File: src/cef_pkg.sv
package cef_pkg;
	// Avalon word addresses (byte address / 4)
	localparam int ADDR_W = 4;
	localparam logic [3:0] IDX_CONTROL = 4'h0;
	localparam logic [3:0] IDX_MODE = 4'h1;
	localparam logic [3:0] IDX_INSEL = 4'h2;
	localparam logic [3:0] IDX_RSTSRC = 4'h3;
	localparam logic [3:0] IDX_IRQ_STATUS = 4'h4;
	localparam logic [3:0] IDX_IRQ_MASK = 4'h5;
	// Printed control register offset, kept for reference
	localparam logic [7:0] CONTROL_PRINTED_OFFSET = 8'h9B;

	// Control register fields
	localparam int BIT_ENABLE = 7;
	localparam int BIT_OUTSTATE = 6;
	localparam int BIT_RISE = 5;
	localparam int BIT_FALL = 4;
	localparam int POS_HYST_HI = 3;
	localparam int POS_HYST_LO = 2;
	localparam int NEG_HYST_HI = 1;
	localparam int NEG_HYST_LO = 0;
	localparam logic [7:0] CONTROL_RESET = 8'h00;
	localparam logic [1:0] MODE_RESET = 2'h0;
	localparam logic [7:0] INSEL_RESET = 8'h77;
	localparam logic [1:0] IRQ_RESET = 2'h0;
	// Interrupt status bit positions
	localparam int IRQ_BIT_RISE = 1;
	localparam int IRQ_BIT_FALL = 0;

	typedef enum logic [1:0] {
		CEF_HYST_OFF,
		CEF_HYST_5MV,
		CEF_HYST_10MV,
		CEF_HYST_20MV
	} cef_hyst_t;

	// Settings that go to the analog core
	typedef struct packed {
		logic enable;
		cef_hyst_t pos_hyst;
		cef_hyst_t neg_hyst;
		logic [1:0] response_mode;
		logic [3:0] pos_input_sel;
		logic [3:0] neg_input_sel;
	} cef_analog_cfg_t;

	// Outputs toward pins and system
	typedef struct packed {
		logic latched_cmp_output;
		logic raw_cmp_output;
		logic osc_wake;
		logic reset_request;
	} cef_sys_out_t;
endpackage

File: src/cef_edge_detect.sv
`timescale 1ns/100ps
`default_nettype none
module cef_edge_detect (
	input wire logic clock_in,
	input wire logic rst_n_in,
	input wire logic async_in,
	output logic level_out,
	output logic rise_out,
	output logic fall_out
);
	logic meta_q, meta_d;
	logic sync_q, sync_d;
	logic prev_q, prev_d;

	always_comb begin
		meta_d = async_in;
		sync_d = meta_q;
		prev_d = sync_q;
	end

	always_ff @(posedge clock_in or negedge rst_n_in) begin
		if (!rst_n_in) begin
			meta_q <= 1'b0;
			sync_q <= 1'b0;
			prev_q <= 1'b0;
		end else begin
			meta_q <= meta_d;
			sync_q <= sync_d;
			prev_q <= prev_d;
		end
	end

	assign level_out = sync_q;
	assign rise_out = sync_q & ~prev_q;
	assign fall_out = ~sync_q & prev_q;
endmodule
`default_nettype wire

File: src/cef_comparator_ctrl.sv
// How it works
// - A falling comparator output sets the fall edge flag in control bit 4.
// - A rising comparator output sets the rise edge flag in control bit 5.
// - Edge flags stay set until software writes them to 0; edges never clear them.
// - Both rising and falling edges raise interrupt requests.
// - Control bit 6 reads the present synchronised comparator level while enabled, and 0 while disabled.
// - Control bit 7 enables the comparator when 1, disables it when 0.
// - While disabled, the comparator outputs toward pins are forced low.
// - A latched clocked output and a raw unclocked output are offered for pins.
// - When enabled and the output is 0, the oscillator wake request is raised.
// - Control bits 3-2 select positive hysteresis, bits 1-0 negative hysteresis.
// - Each hysteresis field picks off, 5 mV, 10 mV or 20 mV.
// - A mode register holds the response time setting.
// - An input select register holds 4-bit positive and negative input fields.
// - The comparator output can be enabled as a system reset source.
//
// Register access over Avalon-MM was chosen for this implementation.
`timescale 1ns/100ps
`default_nettype none
module cef_comparator_ctrl (
	input wire logic clock_in,
	input wire logic rst_n_in,
	input wire logic [cef_pkg::ADDR_W-1:0] avs_address_in,
	input wire logic avs_read_in,
	input wire logic avs_write_in,
	input wire logic [31:0] avs_writedata_in,
	input wire logic [3:0] avs_byteenable_in,
	output logic [31:0] avs_readdata_out,
	output logic avs_waitrequest_out,
	input wire logic analog_cmp_in,
	output cef_pkg::cef_analog_cfg_t analog_cfg_out,
	output cef_pkg::cef_sys_out_t sys_out,
	output logic irq_out
);
	////////////////////////////////////////////////////////////////////
	// Registers
	logic enable_q, enable_d;
	logic rise_q, rise_d;
	logic fall_q, fall_d;
	logic [1:0] pos_hyst_q, pos_hyst_d;
	logic [1:0] neg_hyst_q, neg_hyst_d;
	logic [1:0] mode_q, mode_d;
	logic [7:0] insel_q, insel_d;
	logic rst_src_q, rst_src_d;
	logic [1:0] irq_stat_q, irq_stat_d;
	logic [1:0] irq_mask_q, irq_mask_d;
	logic latched_q, latched_d;
	logic ack_q, ack_d;
	logic [31:0] rdata_q, rdata_d;

	logic cmp_level, cmp_rise, cmp_fall;
	logic wr_hit, rd_hit;
	logic [7:0] wb;
	logic [7:0] control_view;

	////////////////////////////////////////////////////////////////////
	// Comparator sampling
	cef_edge_detect u_edge (
		.clock_in(clock_in),
		.rst_n_in(rst_n_in),
		.async_in(analog_cmp_in),
		.level_out(cmp_level),
		.rise_out(cmp_rise),
		.fall_out(cmp_fall)
	);

	////////////////////////////////////////////////////////////////////
	// Avalon slave: one wait state, answer in second cycle
	// Writes land only at the edge that accepts them
	assign wr_hit = avs_write_in & ack_q;
	assign rd_hit = avs_read_in & ~ack_q;
	assign avs_waitrequest_out = (avs_read_in | avs_write_in) & ~ack_q;
	assign wb = avs_byteenable_in[0] ? avs_writedata_in[7:0] : 8'h00;

	always_comb begin
		control_view = 8'h00;
		control_view[cef_pkg::BIT_ENABLE] = enable_q;
		control_view[cef_pkg::BIT_OUTSTATE] = cmp_level & enable_q;
		control_view[cef_pkg::BIT_RISE] = rise_q;
		control_view[cef_pkg::BIT_FALL] = fall_q;
		control_view[cef_pkg::POS_HYST_HI:cef_pkg::POS_HYST_LO] = pos_hyst_q;
		control_view[cef_pkg::NEG_HYST_HI:cef_pkg::NEG_HYST_LO] = neg_hyst_q;
	end

	always_comb begin
		enable_d = enable_q;
		rise_d = rise_q;
		fall_d = fall_q;
		pos_hyst_d = pos_hyst_q;
		neg_hyst_d = neg_hyst_q;
		mode_d = mode_q;
		insel_d = insel_q;
		rst_src_d = rst_src_q;
		irq_mask_d = irq_mask_q;
		irq_stat_d = irq_stat_q;
		ack_d = (avs_read_in | avs_write_in) & ~ack_q;
		rdata_d = rdata_q;
		if (wr_hit && avs_byteenable_in[0]) begin
			case (avs_address_in)
				cef_pkg::IDX_CONTROL: begin
					enable_d = wb[cef_pkg::BIT_ENABLE];
					rise_d = wb[cef_pkg::BIT_RISE];
					fall_d = wb[cef_pkg::BIT_FALL];
					pos_hyst_d = wb[cef_pkg::POS_HYST_HI:cef_pkg::POS_HYST_LO];
					neg_hyst_d = wb[cef_pkg::NEG_HYST_HI:cef_pkg::NEG_HYST_LO];
				end
				cef_pkg::IDX_MODE: mode_d = wb[1:0];
				cef_pkg::IDX_INSEL: insel_d = wb;
				cef_pkg::IDX_RSTSRC: rst_src_d = wb[0];
				cef_pkg::IDX_IRQ_STATUS: irq_stat_d = irq_stat_q & ~wb[1:0];
				cef_pkg::IDX_IRQ_MASK: irq_mask_d = wb[1:0];
				default: ;
			endcase
		end
		// rising edge sets flag, wins over clear
		if (cmp_rise && enable_q) begin
			rise_d = 1'b1;
			irq_stat_d[cef_pkg::IRQ_BIT_RISE] = 1'b1;
		end
		// falling edge sets flag, wins over clear
		if (cmp_fall && enable_q) begin
			fall_d = 1'b1;
			irq_stat_d[cef_pkg::IRQ_BIT_FALL] = 1'b1;
		end
		if (rd_hit) begin
			case (avs_address_in)
				cef_pkg::IDX_CONTROL: rdata_d = {24'h000000, control_view};
				cef_pkg::IDX_MODE: rdata_d = {30'h0, mode_q};
				cef_pkg::IDX_INSEL: rdata_d = {24'h000000, insel_q};
				cef_pkg::IDX_RSTSRC: rdata_d = {31'h0, rst_src_q};
				cef_pkg::IDX_IRQ_STATUS: rdata_d = {30'h0, irq_stat_q};
				cef_pkg::IDX_IRQ_MASK: rdata_d = {30'h0, irq_mask_q};
				default: rdata_d = 32'h00000000;
			endcase
		end
		latched_d = cmp_level;
	end

	always_ff @(posedge clock_in or negedge rst_n_in) begin
		if (!rst_n_in) begin
			enable_q <= cef_pkg::CONTROL_RESET[cef_pkg::BIT_ENABLE];
			rise_q <= cef_pkg::CONTROL_RESET[cef_pkg::BIT_RISE];
			fall_q <= cef_pkg::CONTROL_RESET[cef_pkg::BIT_FALL];
			pos_hyst_q <= cef_pkg::CONTROL_RESET[cef_pkg::POS_HYST_HI:cef_pkg::POS_HYST_LO];
			neg_hyst_q <= cef_pkg::CONTROL_RESET[cef_pkg::NEG_HYST_HI:cef_pkg::NEG_HYST_LO];
			mode_q <= cef_pkg::MODE_RESET;
			insel_q <= cef_pkg::INSEL_RESET;
			rst_src_q <= 1'b0;
			irq_stat_q <= cef_pkg::IRQ_RESET;
			irq_mask_q <= cef_pkg::IRQ_RESET;
			latched_q <= 1'b0;
			ack_q <= 1'b0;
			rdata_q <= 32'h00000000;
		end else begin
			enable_q <= enable_d;
			rise_q <= rise_d;
			fall_q <= fall_d;
			pos_hyst_q <= pos_hyst_d;
			neg_hyst_q <= neg_hyst_d;
			mode_q <= mode_d;
			insel_q <= insel_d;
			rst_src_q <= rst_src_d;
			irq_stat_q <= irq_stat_d;
			irq_mask_q <= irq_mask_d;
			latched_q <= latched_d;
			ack_q <= ack_d;
			rdata_q <= rdata_d;
		end
	end

	////////////////////////////////////////////////////////////////////
	// Outputs
	assign avs_readdata_out = rdata_q;
	assign irq_out = |(irq_stat_q & irq_mask_q);

	always_comb begin
		analog_cfg_out.enable = enable_q;
		analog_cfg_out.pos_hyst = cef_pkg::cef_hyst_t'(pos_hyst_q);
		analog_cfg_out.neg_hyst = cef_pkg::cef_hyst_t'(neg_hyst_q);
		analog_cfg_out.response_mode = mode_q;
		analog_cfg_out.pos_input_sel = insel_q[3:0];
		analog_cfg_out.neg_input_sel = insel_q[7:4];
		sys_out.latched_cmp_output = latched_q & enable_q;
		sys_out.raw_cmp_output = analog_cmp_in & enable_q;
		sys_out.osc_wake = enable_q & ~analog_cmp_in;
		sys_out.reset_request = rst_src_q & enable_q & ~cmp_level;
	end
endmodule
`default_nettype wire

File: config.mk
export PLATFORM = sky130hd
export DESIGN_NAME = cef_comparator_ctrl
export DESIGN_NICKNAME = d
export VERILOG_FILES = /design/src/cef_pkg.sv /design/src/cef_edge_detect.sv /design/src/cef_comparator_ctrl.sv
export SDC_FILE = /design/constraint.sdc
export NUM_CORES = 1
export LEC_CHECK = 0
export BUFFER_PORTS_ARGS = -buffer_cell sky130_fd_sc_hd__buf_2
export CORE_ASPECT_RATIO = 2
export CORE_MARGIN = 5
export CORE_UTILIZATION = 40
export CTS_BUF_LIST = sky130_fd_sc_hd__clkbuf_8 sky130_fd_sc_hd__clkbuf_16
export DETAILED_ROUTE_END_ITERATION = 8
export GPL_TIMING_DRIVEN = 0
export PLACE_DENSITY = 0.76
export REMOVE_ABC_BUFFERS = 1
export SLEW_MARGIN = 20
export SYNTH_ARGS = -nofsm -noshare
export SYNTH_HDL_FRONTEND = slang
export SYNTH_SLANG_ARGS = --single-unit
File: constraint.sdc
create_clock -name clock_in -period 1.4 [get_ports clock_in]
set_input_delay 0.21 -clock clock_in [delete_from_list [all_inputs] [get_ports clock_in]]
set_output_delay 0.21 -clock clock_in [all_outputs]
set_load 0.05 [all_outputs]
==> results of run 1 <==
## final cells by class
class                           instances  area [µm²]  area share (%)
Multi-Input combinational cell        120         880            39.8
Sequential cell                        34         860            38.9
Timing Repair Buffer                   51         298            13.5
Clock buffer                            6        82.6            3.74
Tap cell                               54        67.6            3.06
Inverter                                4        15.0           0.679
Clock inverter                          2        8.76           0.396
## critical path, delay by kind of cell (launching register included)
family	cells	cell delay, ps
flip-flops	1	410
multiplexers	1	310
AND/OR/NAND/NOR	2	670
## per-layer routing
layer	GRT usage, %	up-vias	routed length, µm	share of wire [%]
li1	-	624	-	-
met1	13.8	616	1430	36
met2	24.4	60	2060	52
met5	0	-	0	0
met4	7.63	0	149	3.8
met3	3.06	12	292	7.4
## worst max-delay path by stage
stage | start | end
2_1_floorplan | enable_q | sys_out[0]
3_3_place_gp | avs_address_in[1] | insel_q[3]
3_5_place_dp | avs_address_in[1] | insel_q[3]
4_1_cts | ack_q | neg_hyst_q[1]
5_1_grt | ack_q | neg_hyst_q[0]
6_report | ack_q | neg_hyst_q[0]
## cells by family (layout without fill, tap and decap cells)
family                 count (synthesis)  count (layout)  synth area share [%]
and+or+nand+nor                       50              50                  15.7
DFF                                   34              34                  47.1
muxes                                 30              30                  18.3
buffers and inverters                 37              63                  13.3
AOI/OAI and AO/OA                     16              16                  5.43
other                                  1              24                 0.206
## registers in the layout (all words and copies together) (netlist names)
name and count:
fall_q 1, ack_q 1, pos_hyst_q 2, rise_q 1
irq_mask_q 2, avs_readdata_out 8, u_edge.prev_q 1, mode_q 2
enable_q 1, neg_hyst_q 2, u_edge.meta_q 1, insel_q 8
rst_src_q 1, irq_stat_q 2, u_edge.level_out 1
## Yosys cell counts, types with 2 or more instances
library cell / count / area (µm²)
nor3_1: 3 / 15.0
and2_1: 2 / 12.5
nor4_1: 4 / 25.0
nand2_1: 14 / 52.6
inv_1: 4 / 15.0
dfstp_2: 6 / 158
nand2b_1: 3 / 18.8
nor2_1: 8 / 30.0
dfrtp_1: 28 / 701
buf_4: 25 / 188
mux2_4: 2 / 30.0
buf_1: 2 / 7.51
nor3b_1: 5 / 37.5
mux2i_1: 10 / 100
and3b_1: 2 / 17.5
a21oi_1: 3 / 15.0
and2_2: 2 / 15.0
clkbuf_1: 3 / 11.3
o21ai_0: 7 / 35.0
mux2_2: 18 / 203
## report_power, final
part	leakage, µW	total [µW]	internal [µW]	switching, µW
sequential	0.000407	1150	1090	61.3
combinational	0.000670	872	216	656
clock	0.0000524	730	389	340
total	0.00113	2750	1690	1060
## through the flow
step	setup WS, ps	area (µm²)	TNS, ps	total power, µW	std cells
3_5_place_dp	-474	1980	-5160	1990	258
2_1_floorplan	-801	1680	-1280	1780	158
5_1_grt	-160	2210	-1580	2880	271
4_1_cts	-133	2160	-824	2760	271
6_report	-105	2210	-569	2750	271
3_3_place_gp	-455	1980	-4810	1980	258
## repair_timing
item / CTS / global route
buffers inserted: 5 / 0
endpoints found under the setup margin: 24 / 21
gates resized for setup: 10 / 12
pin swaps: 2 / 3
==> run_results.csv, run 1 <==
group,metric,value,unit
worst_setup_path,start_kind,"register",
logic_synthesis,synth_area,0.00182,mm²
global_route,antenna_found_initial,0,
sta,finalHoldViolations,4,
worst_setup_path,r2r_end,"neg_hyst_q[0]",
hold_path,timing.hold.worst.class,"in2async",
final_layout,area_delta_synth_final,21.4,%
sta,slew_viol_final,0,
die,core,0.00438,mm²
route,wl_per_cell,14.5,µm
clocking,max-clock-path-buffers,2,
route,routed_wirelength,3.93,mm
worst_setup_path,rr_worst_depth,3,
power_and_ir_drop,p_leak,0.00113,µW
worst_setup_path,reg2reg_slack,-100,ps
sta,tightest_slew,763,ps
power_and_ir_drop,power_density,1240,mW/mm²
logic_synthesis,synth_ff_type,"dfrtp_1",
die,pin_count,98,
final_layout,fin_util,50.5,%
final_layout,mostFrequentLayoutCells,"42 x buf_2, 27 x dfrtp_1, 24 x conb_1",
worst_setup_path,crit_fanout,5,
final_layout,drive_gt1_share,44.7,%
sta,fin_skew,6.33,ps
logic_synthesis,synth-async-reset-ratio,100,%
sta,fin_ws,-105,ps
global_route,grtUsageTotal,13.6,%
final_layout,fillCellCount,413,
die,core.rowCount,34,
logic_synthesis,yosysSeqAreaShare,47.1,%
logic_synthesis,syn_area_per_cell,10.8,µm²
sta,fmax,665,MHz
final_layout,diodes,0,
clocking,htreeDepth,2,
run,cap_violations,0,
logic_synthesis,synthCells,168,
worst_setup_path,crit_type,"reg2reg",
worst_setup_path,critPathArrivalTime,1670,ps
worst_setup_path,worst_path_max_delay_cell,"or4b_4",
sta,fin_hold_ws,-7.27,ps
global_route,grt_max_degree,35,
clocking,cts.sinks,34,
clocking,cts_hold_buf,0,
die,die_area,0.00609,mm²
placed_design,dpl.hpwl,2.99,mm
clocking,numCtsBuffers,5,
route,routed_via_density,4.84,
route,vias,1312,
sta,fin_crit,1500,ps
final_layout,mostFrequentLayoutCell,"buf_2",
global_route,overflow,0,
worst_setup_path,slowest_delay,560,ps
clocking,clock_latency,280,ps
logic_synthesis,ys_warn_count,0,
final_layout,nets,261,
global_route,grt_first_pass_wirelength,6.44,mm
clocking,tritoncts,"built",
status,violations,"negative hold slack, negative setup slack",
sta,setup_viol,11,
sta,fin_crit_sh,107,%
sta,maxSlewHeadroom,49.1,%
global_route,grt_pass1_vias,1407,
clocking,cts_root_buf,"clkbuf_8",
route,drt_iter0_drc,23,
logic_synthesis,synth_edf_count,0,
power_and_ir_drop,irDropWorstVdd,0.897,mV
clocking,clk_pin_slew,70,ps
logic_synthesis,yosysUniqueCellTypes,37,
worst_setup_path,cp_cell_sequence,"nand3_4 -> or4b_4 -> mux2_4",
worst_setup_path,timing.rr.start,"ack_q",
status,outcome,"finished with violations",
placed_design,place_congestion,0.796,
sta,rsz0062_at_grt,"yes",
route,antenna_left,0,
die,start_util,41.6,%
worst_setup_path,worstPathRequired,1570,ps
logic_synthesis,ys_seq_elements,34,
route,drt_first_pass_iters,4,
placed_design,portBuffers,46,
route,drc,0,
die,die_w,57.7,µm
die,die_h,105,µm
worst_setup_path,cp-end-kind,"register",
Note: power is estimated with default switching activity, not from simulation.
==> run 2, diff against run 1 <==
CORE_ASPECT_RATIO = not set   (was 2)
==> run 2 against run 1 <==
Effect of this change:
- the flow still finishes with violations (negative hold slack, negative setup slack)
- combinational power rose by 3.3%
- fmax fell by 0.61%
- clock power down 7.3%
- final cell count down 1.1%
- register-to-register slack is essentially flat
- first-iteration DRC count grew to 3.7 times the previous value
- non-clock buffer count stayed put
- sequential share of layout area fell by 0.34 points
- die area shrank 1.3%
- setup slack got worse by 9.2 ps
- via count up 1.8%
==> run_results.csv, run 2 (synthesized netlist as in run 1, its figures left out) <==
group,metric,value,unit
status,outcome,"finished with violations",
status,violations,"negative hold slack, negative setup slack",
die,die_area,0.00600,mm²
power_and_ir_drop,power_density,1220,mW/mm²
global_route,grt_first_pass_wirelength,6.45,mm
sta,fin_hold_ws,-9.44,ps
die,die_h,77.5,µm
run,cap_violations,0,
sta,rsz0062_at_grt,"yes",
route,wl_per_cell,15.1,µm
placed_design,portBuffers,46,
die,start_util,41.6,%
global_route,antenna_found_initial,0,
clocking,clock_latency,290,ps
sta,fin_ws,-114,ps
placed_design,dp_cells,256,
sta,fin_crit,1510,ps
worst_setup_path,crit_type,"reg2reg",
route,drt_iter0_drc,84,
global_route,grt_max_degree,35,
clocking,clk_pin_slew,70,ps
final_layout,drive_gt1_share,46.8,%
clocking,cts.sinks,34,
worst_setup_path,cp-end-kind,"register",
sta,tightest_slew,755,ps
sta,slew_viol_final,0,
sta,fin_skew,4.81,ps
sta,fin_crit_sh,108,%
final_layout,area_delta_synth_final,22.6,%
power_and_ir_drop,clkPwrFrac,24.8,%
route,drc,0,
power_and_ir_drop,p_sw,1070,µW
placed_design,dpl.hpwl,2.90,mm
clocking,cts_hold_buf,0,
route,antenna_left,0,
clocking,numCtsBuffers,5,
worst_setup_path,start_kind,"register",
final_layout,final_cells,268,
global_route,grt_pass1_vias,1301,
sta,finalHoldViolations,27,
global_route,overflow,0,
power_and_ir_drop,p_total,2730,µW
route,drt_first_pass_iters,4,
route,routed_via_density,4.98,
die,pin_count,98,
power_and_ir_drop,intPower,1660,µW
final_layout,design_area,0.00223,mm²
power_and_ir_drop,p_leak,0.00113,µW
placed_design,place_area,0.00198,mm²
die,core.rowCount,24,
power_and_ir_drop,pwr-share-comb,33.0,%
worst_setup_path,worstPathRequired,1570,ps
route,vias,1335,
final_layout,nets,261,
route,routed_wirelength,4.05,mm
global_route,grtUsageTotal,13.4,%
clocking,htreeDepth,2,
power_and_ir_drop,p_seq_share,42.3,%
die,core,0.00438,mm²
hold_path,timing.hold.worst.class,"in2async",
worst_setup_path,critPathArrivalTime,1690,ps
final_layout,diodes,0,
sta,setup_viol,18,
worst_setup_path,crit_fanout,4,
final_layout,mostFrequentLayoutCells,"42 x buf_2, 26 x dfrtp_1, 24 x conb_1",
final_layout,mostFrequentLayoutCell,"buf_2",
power_and_ir_drop,irDropWorstVdd,0.702,mV
die,die_w,77.5,µm
power_and_ir_drop,switching_share,39.2,%
placed_design,place_congestion,0.801,
clocking,max-clock-path-buffers,2,
sta,fmax,661,MHz
clocking,tritoncts,"built",
final_layout,fin_util,50.9,%
sta,maxSlewHeadroom,49.7,%
clocking,cts_root_buf,"clkbuf_8",
run 2: changes by cell type in the layout (fill, tap and decap cells not counted), moves of 2 or more:
cell / previous run / this run
nor4_1: 3 / 1
buf_6: 2 / 4
mux2_2: 17 / 9
clkbuf_4: 2 / 0
nor4_2: 0 / 2
inv_1: 5 / 3
mux2_4: 3 / 11
run 2: path summary, 6_finish.rpt:
| check | slack (ps) | from | depth (start not counted) | to |
|---|---|---|---|---|
| worst max-delay path | -110 | ack_q | 3 | neg_hyst_q[0] |
| worst min-delay path | -9 | rst_n_in | 1 | rise_q |
| worst max register to register | -110 | ack_q | 3 | neg_hyst_q[0] |
| worst min register to register | 360 | u_edge.meta_q | 0 | u_edge.level_out |
| max in group asynchronous | 880 | rst_n_in | 1 | ack_q |
| min in group clock_in | 60 | analog_cmp_in | 1 | u_edge.meta_q |
run 2: per-layer routing:
| metal | wire [µm] | GRT usage (%) | vias to the layer above |
|---|---|---|---|
| met3 | 324 | 4.51 | 6 |
| met4 | 64 | 5.15 | 0 |
| li1 | - | - | 631 |
| met2 | 1910 | 21.6 | 47 |
| met1 | 1740 | 16.5 | 651 |
| met5 | 0 | 0 | - |
run 2: critical path, stage by stage (launching register included):
cell and delay (ps):
dfrtp_2 410, nand3_4 120, or4b_4 560, mux2_4 320
run 2: cell type report:
cell class	count	area, µm²
fillers	392	2150
multi-input cells	120	908
flip-flops and latches	34	861
repair buffers	51	305
clock buffers	5	68.8
well taps	52	65.1
inverters	4	15.0
clock inverters	2	10.0
run 2: timing repair:
action                                  4_1_cts  5_1_grt
setup buffers                                 5        0
resized for setup                            18       18
gates cloned                                  0        0
endpoints found under the setup margin       24       31
pin swaps                                     2        3
run 2: power by group through the flow:
stage	sequential, µW	clock, µW	combinational, µW
6_report	1160	677	901
5_1_grt	1170	725	949
4_1_cts	1150	688	875
3_5_place_dp	1170	0	817
3_3_place_gp	1170	0	809
2_1_floorplan	1410	0	375
run 2: per-stage QoR:
step	setup slack [ps]	TNS, ps
global placement	-433	-4220
detailed placement	-451	-4730
CTS	-151	-1350
floorplan	-801	-1280
global route	-143	-1580
finish	-114	-845
